**config.mk**
```make
export PLATFORM = sky130hd
export DESIGN_NAME = flprot_top
export DESIGN_NICKNAME = d
export VERILOG_FILES = /design/src/logic/flprot_top.v
export VERILOG_INCLUDE_DIRS = /design/src /design/src/common
export SDC_FILE = /design/constraint.sdc
export NUM_CORES = 1
export LEC_CHECK = 0
export ABC_AREA = 1
export BUFFER_PORTS_ARGS = -buffer_cell sky130_fd_sc_hd__buf_4
export CAP_MARGIN = 25
export CORE_MARGIN = 2
export CORE_UTILIZATION = 60
export CTS_BUF_LIST = sky130_fd_sc_hd__clkbuf_8
export DETAILED_ROUTE_END_ITERATION = 8
export PLACE_DENSITY = 0.95
export SYNTH_ARGS = -nofsm -noshare
export SYNTH_HDL_FRONTEND = slang
export SYNTH_SLANG_ARGS = --single-unit
```
**constraint.sdc**
```tcl
create_clock -name hclk -period 5.9 [get_ports hclk]
set_input_delay 0.295 -clock hclk [delete_from_list [all_inputs] [get_ports hclk]]
set_output_delay 0.295 -clock hclk [all_outputs]
set_load 0.02 [all_outputs]
```
**src/common/flprot_map.vh**
```
// Purpose: Constants of the flash protection and option-bit block.
// Assumes: 32-bit AHB-Lite register port, word aligned.
// Notes:   Offsets are byte addresses.
`ifndef FLPROT_MAP_VH
`define FLPROT_MAP_VH
// ==========================================================
// Geometry
`define FLP_NLOCK         32
`define FLP_LKW           5
`define FLP_PAGE_BYTES    256
`define FLP_REGION_PAGES  64
`define FLP_REGION_SHIFT  14
// ==========================================================
// Register offsets
`define FLP_OFF_CMD       8'h00
`define FLP_OFF_STATUS    8'h04
`define FLP_OFF_LOCK      8'h08
`define FLP_OFF_OPTION    8'h0C
`define FLP_OFF_IRQ_STAT  8'h10
`define FLP_OFF_IRQ_MASK  8'h14
`define FLP_OFF_TARGET    8'h18
// ==========================================================
// Command codes, low byte of the command register
`define FLP_CMD_PROG      8'h01
`define FLP_CMD_SETLOCK   8'h02
`define FLP_CMD_CLRLOCK   8'h04
`define FLP_CMD_PAGE_ERASE 8'h05
`define FLP_CMD_FULL_ERASE 8'h08
`define FLP_CMD_SETGEN    8'h0B
`define FLP_CMD_CLRGEN    8'h0D
`define FLP_CMD_SETSEC    8'h0F
// ==========================================================
// Fields
`define FLP_ARG_LSB       8
`define FLP_GEN_BOD       0
`define FLP_GEN_BODRST    1
`define FLP_GEN_BOOT      2
`define FLP_OPT_SEC       3
`define FLP_OPT_FPM       4
`define FLP_IRQ_DONE      0
`define FLP_IRQ_LOCKERR   1
`define FLP_IRQ_CMDERR    2
// ==========================================================
// Calibration default and option-bit reset value
`define FLP_CALIB_DEF     8'hA5
`define FLP_GEN_RST       3'h0
// ==========================================================
// Bus encodings
`define FLP_HTRANS_NONSEQ 2'h2
`define FLP_HTRANS_SEQ    2'h3
`define FLP_HSIZE_WORD    3'h2
`endif

```
**src/logic/flprot_top.v**
```verilog
// Purpose: Lock bits, security bit, option bits and fast-programming entry of a flash controller.
// Assumes: hclk at 40 MHz; nonvolatile values reach this block through nv_* inputs at power-up.
// Notes:   Erase and program commands only check protection here; the array sequencer is outside.
`timescale 1ns/100ps
`include "flprot_map.vh"

module flprot_top #(
  parameter [1:0] CONFIG = 2'h2                 // 0: 8 regions, 1: 16 regions, 2 or 3: 32 regions
) (
  input  wire        hclk,                      // System clock
  input  wire        hresetn,                   // Asynchronous reset, active low
  input  wire        clk_en,                    // Freezes all state while low
  input  wire        hsel,                      // Slave select
  input  wire [31:0] haddr,                     // Byte address
  input  wire [1:0]  htrans,                    // Transfer type
  input  wire        hwrite,                    // Write when high
  input  wire [2:0]  hsize,                     // Transfer size
  input  wire [31:0] hwdata,                    // Write data
  input  wire        hready,                    // Bus ready
  output reg  [31:0] hrdata,                    // Read data
  output reg         hreadyout,                 // Slave ready
  output reg         hresp,                     // Response, always OKAY
  input  wire        nv_load,                   // Pulse: nonvolatile contents valid after power-up
  input  wire [31:0] nv_lock,                   // Stored lock bits
  input  wire [2:0]  nv_general,                // Stored general option bits
  input  wire        nv_security,               // Stored security bit
  input  wire        erase_pin,                 // External erase pin, async
  input  wire        test_mode_pin,             // Test pin, async
  input  wire        port_a_line_zero,          // Port A line 0, async
  input  wire        port_a_line_one,           // Port A line 1, async
  input  wire        full_erase_done,           // Pulse from array sequencer: full erase finished
  input  wire        fpp_req,                   // Fast port command request, same clock
  input  wire [7:0]  fpp_cmd,                   // Fast port command code
  input  wire [31:0] fpp_arg,                   // Fast port address or bit number
  input  wire        dbg_req,                   // Debug interface flash access request
  output reg         fpp_grant,                 // Fast port command accepted
  output reg         fpp_refuse,                // Fast port command refused
  output reg         dbg_grant,                 // Debug flash access allowed
  output reg         array_start,               // Pulse: start program or erase on the array
  output reg  [7:0]  array_cmd,                 // Command for the array
  output reg  [31:0] array_addr,                // Target byte address for the array
  output reg         brownout_detector_en,      // Brownout detector enable
  output reg         brownout_reset_en,         // Brownout reset enable
  output reg         boot_from_flash,           // Boot source select
  output reg  [7:0]  calib_bits,                // Factory calibration bits
  output reg         fast_prog_mode,            // Fast programming mode active
  output reg         irq                        // Level interrupt
);

  // ==========================================================
  // Functions
  function [`FLP_LKW-1:0] region_of;
    input [31:0] addr;
    begin
      region_of = addr[`FLP_REGION_SHIFT+`FLP_LKW-1:`FLP_REGION_SHIFT];
    end
  endfunction

  function [31:0] lock_impl_mask;
    input [1:0] cfg;
    begin
      case (cfg)
        2'h0:    lock_impl_mask = 32'h000000FF;
        2'h1:    lock_impl_mask = 32'h0000FFFF;
        default: lock_impl_mask = 32'hFFFFFFFF;
      endcase
    end
  endfunction

  localparam [31:0] IMPL = lock_impl_mask(CONFIG);

  // ==========================================================
  // Pin synchronisers
  reg [3:0] sync1_ff;
  reg [3:0] sync2_ff;
  wire erase_s = sync2_ff[0];
  wire fpm_s   = sync2_ff[1] & sync2_ff[2] & sync2_ff[3];

  // ==========================================================
  // State
  reg [31:0] lock_ff;
  reg [2:0]  gen_ff;
  reg        sec_ff;
  reg        erase_seen_ff;
  reg [2:0]  irq_stat_ff;
  reg [2:0]  irq_mask_ff;
  reg [31:0] target_ff;
  reg [7:0]  last_cmd_ff;
  reg        wr_pend_ff;
  reg [7:0]  wr_addr_ff;

  // ==========================================================
  // Command arbitration: a fast port command takes priority over a register write.
  wire        ahb_go   = hsel & hready & (htrans == `FLP_HTRANS_NONSEQ || htrans == `FLP_HTRANS_SEQ);
  wire        sw_cmd   = wr_pend_ff && (wr_addr_ff == `FLP_OFF_CMD);
  wire        fp_cmd   = fpp_req && fast_prog_mode && !sec_ff;
  wire        any_cmd  = fp_cmd | sw_cmd;
  wire [7:0]  cmd      = fp_cmd ? fpp_cmd : hwdata[7:0];
  wire [31:0] arg      = fp_cmd ? fpp_arg : (hwdata >> `FLP_ARG_LSB);
  wire [31:0] tgt      = fp_cmd ? fpp_arg : target_ff;
  wire [`FLP_LKW-1:0] reg_ix = region_of(tgt);
  wire [`FLP_LKW-1:0] lk_ix  = arg[`FLP_LKW-1:0];
  wire        is_wrop  = (cmd == `FLP_CMD_PROG) || (cmd == `FLP_CMD_PAGE_ERASE);
  wire        is_full  = (cmd == `FLP_CMD_FULL_ERASE);
  wire        locked   = lock_ff[reg_ix];
  wire        any_lock = |lock_ff;
  wire        lock_err = any_cmd && ((is_wrop && locked) || (is_full && any_lock));
  wire        known    = is_wrop || is_full || cmd == `FLP_CMD_SETLOCK || cmd == `FLP_CMD_CLRLOCK ||
                         cmd == `FLP_CMD_SETGEN || cmd == `FLP_CMD_CLRGEN || cmd == `FLP_CMD_SETSEC;
  wire        bad_arg  = ((cmd == `FLP_CMD_SETGEN || cmd == `FLP_CMD_CLRGEN) && arg > 32'h2) ||
                         ((cmd == `FLP_CMD_SETLOCK || cmd == `FLP_CMD_CLRLOCK) && !IMPL[lk_ix]);
  wire        cmd_err  = any_cmd && (!known || bad_arg);
  wire        cmd_ok   = any_cmd && !cmd_err && !lock_err;

  wire [2:0]  irq_ev   = {cmd_err, lock_err, cmd_ok};
  wire        w1c      = wr_pend_ff && (wr_addr_ff == `FLP_OFF_IRQ_STAT);
  wire [2:0]  nxt_irq_stat = irq_ev | (irq_stat_ff & ~(w1c ? hwdata[2:0] : 3'h0));

  // ==========================================================
  // Sequential logic
  always @(posedge hclk or negedge hresetn) begin
    if (!hresetn) begin
      sync1_ff      <= 4'h0;
      sync2_ff      <= 4'h0;
      lock_ff       <= 32'h00000000;
      gen_ff        <= `FLP_GEN_RST;
      sec_ff        <= 1'b0;
      erase_seen_ff <= 1'b0;
      irq_stat_ff   <= 3'h0;
      irq_mask_ff   <= 3'h0;
      target_ff     <= 32'h00000000;
      last_cmd_ff   <= 8'h00;
      wr_pend_ff    <= 1'b0;
      wr_addr_ff    <= 8'h00;
      hrdata        <= 32'h00000000;
      hreadyout     <= 1'b1;
      hresp         <= 1'b0;
      fpp_grant     <= 1'b0;
      fpp_refuse    <= 1'b0;
      dbg_grant     <= 1'b0;
      array_start   <= 1'b0;
      array_cmd     <= 8'h00;
      array_addr    <= 32'h00000000;
      brownout_detector_en <= 1'b0;
      brownout_reset_en    <= 1'b0;
      boot_from_flash      <= 1'b0;
      calib_bits    <= 8'h00;
      fast_prog_mode <= 1'b0;
      irq           <= 1'b0;
    end else if (clk_en) begin
      sync1_ff <= {port_a_line_one, port_a_line_zero, test_mode_pin, erase_pin};
      sync2_ff <= sync1_ff;
      fast_prog_mode <= fpm_s;
      // Bus address phase is captured; the data phase always ends in one cycle.
      wr_pend_ff <= ahb_go && hwrite && (hsize == `FLP_HSIZE_WORD);
      wr_addr_ff <= haddr[7:0];
      hreadyout  <= 1'b1;
      hresp      <= 1'b0;
      if (wr_pend_ff && wr_addr_ff == `FLP_OFF_IRQ_MASK)
        irq_mask_ff <= hwdata[2:0];
      if (wr_pend_ff && wr_addr_ff == `FLP_OFF_TARGET)
        target_ff <= hwdata;
      irq_stat_ff <= nxt_irq_stat;
      irq         <= |(nxt_irq_stat & irq_mask_ff);
      array_start <= 1'b0;
      if (any_cmd)
        last_cmd_ff <= cmd;
      if (cmd_ok) begin
        case (cmd)
          `FLP_CMD_SETLOCK: lock_ff[lk_ix] <= 1'b1;
          `FLP_CMD_CLRLOCK: lock_ff[lk_ix] <= 1'b0;
          `FLP_CMD_SETGEN:  gen_ff[arg[1:0]] <= 1'b1;
          `FLP_CMD_CLRGEN:  gen_ff[arg[1:0]] <= 1'b0;
          `FLP_CMD_SETSEC:  sec_ff <= 1'b1;
          default: begin
            array_start <= 1'b1;
            array_cmd   <= cmd;
            array_addr  <= tgt;
          end
        endcase
      end
      fpp_grant  <= fp_cmd && cmd_ok;
      fpp_refuse <= fpp_req && !(fp_cmd && cmd_ok);
      dbg_grant  <= dbg_req && !sec_ff;
      // Erase pin clears locks and option bits while held; calibration is never touched.
      if (erase_s) begin
        lock_ff       <= 32'h00000000;
        gen_ff        <= `FLP_GEN_RST;
        erase_seen_ff <= 1'b1;
      end
      // A pin still held high keeps the pending mark set, so the set wins over the clear.
      if (erase_seen_ff && full_erase_done) begin
        sec_ff        <= 1'b0;
        if (!erase_s)
          erase_seen_ff <= 1'b0;
      end
      if (nv_load) begin
        lock_ff <= nv_lock & IMPL;
        gen_ff  <= nv_general;
        sec_ff  <= nv_security;
      end
      brownout_detector_en <= gen_ff[`FLP_GEN_BOD];
      brownout_reset_en    <= gen_ff[`FLP_GEN_BODRST];
      boot_from_flash      <= gen_ff[`FLP_GEN_BOOT];
      calib_bits           <= `FLP_CALIB_DEF;
      if (ahb_go && !hwrite) begin
        case (haddr[7:0])
          `FLP_OFF_CMD:      hrdata <= {24'h000000, last_cmd_ff};
          `FLP_OFF_STATUS:   hrdata <= {18'h00000, calib_bits, erase_seen_ff, fast_prog_mode, sec_ff, gen_ff};
          `FLP_OFF_LOCK:     hrdata <= lock_ff;
          `FLP_OFF_OPTION:   hrdata <= {29'h00000000, gen_ff};
          `FLP_OFF_IRQ_STAT: hrdata <= {29'h00000000, irq_stat_ff};
          `FLP_OFF_IRQ_MASK: hrdata <= {29'h00000000, irq_mask_ff};
          `FLP_OFF_TARGET:   hrdata <= target_ff;
          default:           hrdata <= 32'h00000000;
        endcase
      end
    end
  end

endmodule

```
; ---- After elaboration in Yosys (flattened, before gate mapping)
; Memory sizes are Yosys's and may differ from the RTL's.
; Index checks and enable logic that the tools add are counted.
[totals]
register_bits = 182
mem_bits_ro = 32
input_bits = 159
memories = 1
[mem_list]
columns = memory, depth, word_bits, read_ports, rd_ports_with_merged_regs, wr, line
row1 = (no name shown), 32, 1, 1, 0, 0, flprot_top.v:111  ; ((cmd == `FLP_CMD_SETLOCK || cmd == `FLP_CMD_CLRLOCK) && !IMPL[lk_ix]);
[classes]
magnitude_cmp = 6
n_eq_ne = 20
mux = 29
bitwise = 16
reduce_logical = 61
[op_table]
columns = cell, count
row1 = $pmux W32 S7, 1
row2 = $mux W32, 5
row3 = $pmux W32 S2, 1
row4 = $eq A8 B4 Y1 const B, 6
row5 = $eq A8 B5 Y1 const B, 6
row6 = $and A32 B32 Y32, 1
row7 = $gt A32 B2 Y1 const B, 1
row8 = $not A32 Y32, 1
row9 = $or A32 B32 Y32, 1
row10 = $reduce_or A32 Y1, 1
row11 = $eq A8 B3 Y1 const B, 3
row12 = $logic_and A1 B1 Y1, 23
row13 = $logic_not A8 Y1, 2
row14 = $logic_or A1 B1 Y1, 13
row15 = $mux W1, 13
row16 = $lt A5 B6 Y1 const B, 2
row17 = $mux W3, 4
row18 = $reduce_and A3 Y1, 4
row19 = $and A3 B3 Y3, 3
row20 = $reduce_bool A3 Y1, 3
row21 = $eq A8 B1 Y1 const B, 1
row22 = $eq A8 B2 Y1 const B, 1
row23 = $mux W8, 1
row24 = $reduce_and A2 Y1, 4
row25 = other kinds (18), 31

; ---- Logic depth before layout (Yosys ltp)
[logic_depth]
depth_word = 20
depth_mapped = 20
mapped_depth_nobuf = 18

; ---- Least setup slack after synthesis
; Ideal clock, no wire load.
[synth_path]
path_kind = flip-flop to flip-flop
startpoint = register fast_prog_mode
endpoint = register array_addr[31]
arrival_ps = 2404
required_ps = 5783
slack_ps = 3379
path_stages_with_launch = 21
n_path_buf = 3
period_less_slack_ps = 2521
path_cell_list = dfrtp_1 > nand2_1 > nor2_4 > buf_6 > nand2_1 > o21ai_2 > nand2_1 > nor2_1 > nand2_1 > nand2_1 > nor2_2 > nand2_1 > nand2_1 > nor2_2 > nand3_2 > nor2_4 > nand2_4 > buf_6 > buf_6 > nand2_1 > nand2_1
[synth_between]
elab_chain_cells = 18
word_cells_on_any_way = 46
cone_classes = 1 x order compare / 8 x eq/ne / 6 x mux / 2 x bitwise / 28 x reduce/logical / 1 x memory
[synth_rtl]
columns = item, line
row1 = from (decl), flprot_top.v:46  ; output reg fast_prog_mode,
row2 = from (signal assigned), flprot_top.v:153  ; fast_prog_mode <= fpm_s;
row3 = $logic_and A1 B1 Y1 (*) (2 in series), flprot_top.v:96  ; wire fp_cmd = fpp_req && fast_prog_mode && !sec_ff;
row4 = branches (longest 16 deep; another with $gt A32 B2 Y1), n/a
row5 = to (signal assigned), flprot_top.v:178  ; array_addr <= tgt;
row6 = to (decl), flprot_top.v:41  ; output reg [31:0] array_addr,
; Mark *: on every way between the ends. The select of a mux whose other input is x is not followed.
; A chain may end at the register's enable or synchronous reset.

; ---- Final worst setup path
[layout_path]
startpoint = register fast_prog_mode
endpoint = register array_addr[4]
; The elaborated chain is that of the path after synthesis.

==> flow_metrics.env <==
export IMPL_hold_viol=1
export IMPL_slowest_stage="nor2_4"
export IMPL_synth_adder_area_share=0
export IMPL_htree_levels=4
export IMPL_antenna_found_initial=0
export IMPL_grt_usage=0.378
export IMPL_synth_top_family_by_area="simple AND/OR/NAND/NOR gates"
export IMPL_slew_viol_final=0
export IMPL_cp_startpoint="fast_prog_mode$_DFFE_PN0P_"
export IMPL_rrSetupSlack_ns=1.57
export IMPL_synth_flop_cell="dfrtp_1"
export IMPL_synth_seq_cells=182
export IMPL_grt_max_degree=83
export IMPL_async_reset_ff_frac=1.00
export IMPL_drc=0
export IMPL_timing_worst_setup_path_type="register to register"
export IMPL_clkSinkCount=182
export IMPL_synthDominantCellAreaShare=0.469
export IMPL_io_buffers=218
export IMPL_rr_worst_depth=19
export IMPL_stdcell_count=1698
export IMPL_synth_simple_area_share=0.264
export IMPL_setup_viol_count_final=0
export IMPL_viasPerCell=6.02
export IMPL_crit_required_ns=6.33
export IMPL_synth_most_common_cell="nand2_1"
export IMPL_leakagePower_uw=0.00592
export IMPL_holdPathStages=3
export IMPL_drt_pass1_iter_count=6
export IMPL_core_um2=15800
export IMPL_cp_slowest_stage_delay_ns=0.74
export IMPL_yosysWarningCount=0
export IMPL_die_w_um=131
export IMPL_synth_seq_area_share=0.469
export IMPL_skew_ns=0.0144
export IMPL_path_clk_slew_ns=0.10
export IMPL_whs_ns=-0.00429
export IMPL_hpwlAfterDp_um=23500
export IMPL_fin_nets=1628
export IMPL_io_pin_count=250
export IMPL_violations="negative hold slack"
export IMPL_n_antenna_cell=0
export IMPL_design_die_area_um2=17200
export IMPL_startpoint_type="register"
export IMPL_crit_top_cell="nand2_1"
export IMPL_timing_final_ws_setup_ns=1.57
export IMPL_drv_cap=0
export IMPL_grtUsageMet2=0.583
export IMPL_min_period_ns=4.33
export IMPL_ant_nets=0
export IMPL_num_rows=46
export IMPL_hp_class="primary input to register"
export IMPL_syn_inst=1283
export IMPL_fin_crit_sh=0.734
export IMPL_crit_family="simple AND/OR/NAND/NOR gates"
export IMPL_end_kind="register"
export IMPL_worst_ep_arrival_time_ns=4.76
export IMPL_post_cts_buffers=0
export IMPL_relSlewSlack=0.344
export IMPL_dp_cells=1663
export IMPL_dp_slack_ns=1.76
export IMPL_syn_avg_cell_area_um2=7.57
export IMPL_finish_utilization=0.745
export IMPL_initial_core_util=0.614
export IMPL_worstMarginPinSlew_ns=0.981
export IMPL_grt_pass1_vias=9658
export IMPL_gr_total_overflow=0
export IMPL_cp_max_fo=59
export IMPL_routabilityCongestion=0.971
export IMPL_status="finished with violations"
export IMPL_cts_made_buffers=17
export IMPL_met1_usage=0.523
export IMPL_yosys_top_cells_area="dfrtp_1, nand2_1, o21ai_0, inv_1, nand3_1"
export IMPL_drt_total_wl_um=32100
export IMPL_cts_tree="yes"
export IMPL_cts_root_buffer="clkbuf_8"
export IMPL_synth_edff_count=0
export IMPL_grt_busiest_layer="met2"
export IMPL_grt_pass1_wl_um=51400
export IMPL_use_met3=0.0976
export IMPL_synth_area_mux_share=0.00773
export IMPL_synthXorXnorAreaFrac=0
export IMPL_cts_max_path_buffers=2
export IMPL_fin_setup_tns_ns=0
export IMPL_wl_per_cell_um=18.9
export IMPL_cts_hold_buffers_added=1
export IMPL_place_area_um2=11400
export IMPL_clock_fmax_mhz=231
export IMPL_routed_via_count=10200
export IMPL_yosys_top_cells_count="nand2_1, dfrtp_1, o21ai_0"
export IMPL_synth_compound_area_frac=0.167
export IMPL_crit_cells=19
export IMPL_stdcell_area_um2=11800
export IMPL_power_density_nw_per_um2=234
export IMPL_drive_above_1_share=0.200
export IMPL_synth_cell_type_count=43
export IMPL_grt_setup_unrepaired="no"
export IMPL_clkLatencyLatePin_ns=0.50
export IMPL_holdCritStartpoint="port_a_line_zero"
export IMPL_worstReg2RegStart="fast_prog_mode$_DFFE_PN0P_"
export IMPL_syn_to_final_growth_pct=21.3
export IMPL_crit_buf_inv=2
export IMPL_cts_resized=0
export IMPL_die_y_um=131
export IMPL_netlist_area_um2=9710
export IMPL_path_cells="nand2_1 -> nor2_4 -> buf_4 -> nand2_1 -> nand2_1 -> nand2_1 -> nor2_2 -> nand2_1 -> nand2_1 -> nor2_2 -> nand2_1 -> nand2_1 -> nor2_2 -> nand3_2 -> nor2_4 -> nand2_4 -> inv_2 -> nand2_1 -> nand2_1"
export IMPL_drt_iter0_markers=1317
export IMPL_synth_largest_area_cell="dfrtp_1"
export IMPL_peakVddDrop_mv=0.194
-- state kept, by name, indices dropped and copies added, names as in the netlist, 3 cells and up --
register     cells
array_addr      32
hrdata          32
lock_ff         32
target_ff       32
array_cmd        8
last_cmd_ff      8
wr_addr_ff       8
sync1_ff         4
sync2_ff         4
gen_ff           3
irq_mask_ff      3
irq_stat_ff      3
-- per-layer routing --
layer | wire [um] | vias to the layer above
met5 | 0 | -
met4 | 1040 | 0
met3 | 4280 | 93
met2 | 14400 | 767
met1 | 12400 | 4771
li1 | - | 4591
-- report_power, final --
group	leakage [uW]	total [uW]	switching, uW	internal [uW]
clock	0.000187	837	490	347
sequential	0.00242	1440	98.6	1340
combinational	0.00331	481	297	184
-- logic make-up (layout without fill, tap and decap cells) --
logic type,Yosys count,in the layout
muxes,7,7
AOI/OAI and AO/OA,271,271
DFF,182,182
and+or+nand+nor,611,611
other,2,6
buffers and inverters,210,405
-- placed cells by master, fill, tap and decap left out, types with 18 or more instances in the layout --
| cell | instances |
|---|---|
| clkbuf_8 | 18 |
| nand3_1 | 63 |
| a32oi_1 | 34 |
| inv_1 | 137 |
| o21ai_1 | 22 |
| nand2_1 | 429 |
| dfrtp_1 | 182 |
| o21ai_0 | 160 |
| nor2_1 | 53 |
| nand4_1 | 29 |
| buf_4 | 229 |
-- worst paths after layout --
kind                                                   to
min in group asynchronous        array_cmd[4]$_DFFE_PN0P_
worst min-delay path              sync1_ff[2]$_DFFE_PN0P_
worst min register to register    sync2_ff[3]$_DFFE_PN0P_
worst max register to register  array_addr[4]$_DFFE_PN0P_
max in group asynchronous          hrdata[31]$_DFFE_PN0P_
worst max-delay path            array_addr[4]$_DFFE_PN0P_
-- area by class of cell --
cell class / count / area [um^2]
repair buffers: 233 / 1770
clock inverters: 14 / 124
flip-flops and latches: 182 / 4550
well taps: 216 / 270
inverters: 140 / 526
fillers: 1209 / 4040
clock buffers: 18 / 248
multi-input cells: 895 / 4290
-- tightest hold or removal path, stage by stage --
cell	delay (ns)
buf_4	0.07
nand2_1	0.04
nand2_1	0.05
-- metrics by stage --
step | total power [uW] | hold WS, ns
2_1_floorplan | 1690 | -0.000591
3_3_place_gp | 1900 | 0.289
3_5_place_dp | 1920 | 0.295
4_1_cts | 2720 | 0.00441
5_1_grt | 2850 | 0.0151
6_report | 2760 | -0.00429
Note: power is estimated with default switching activity, not from simulation.
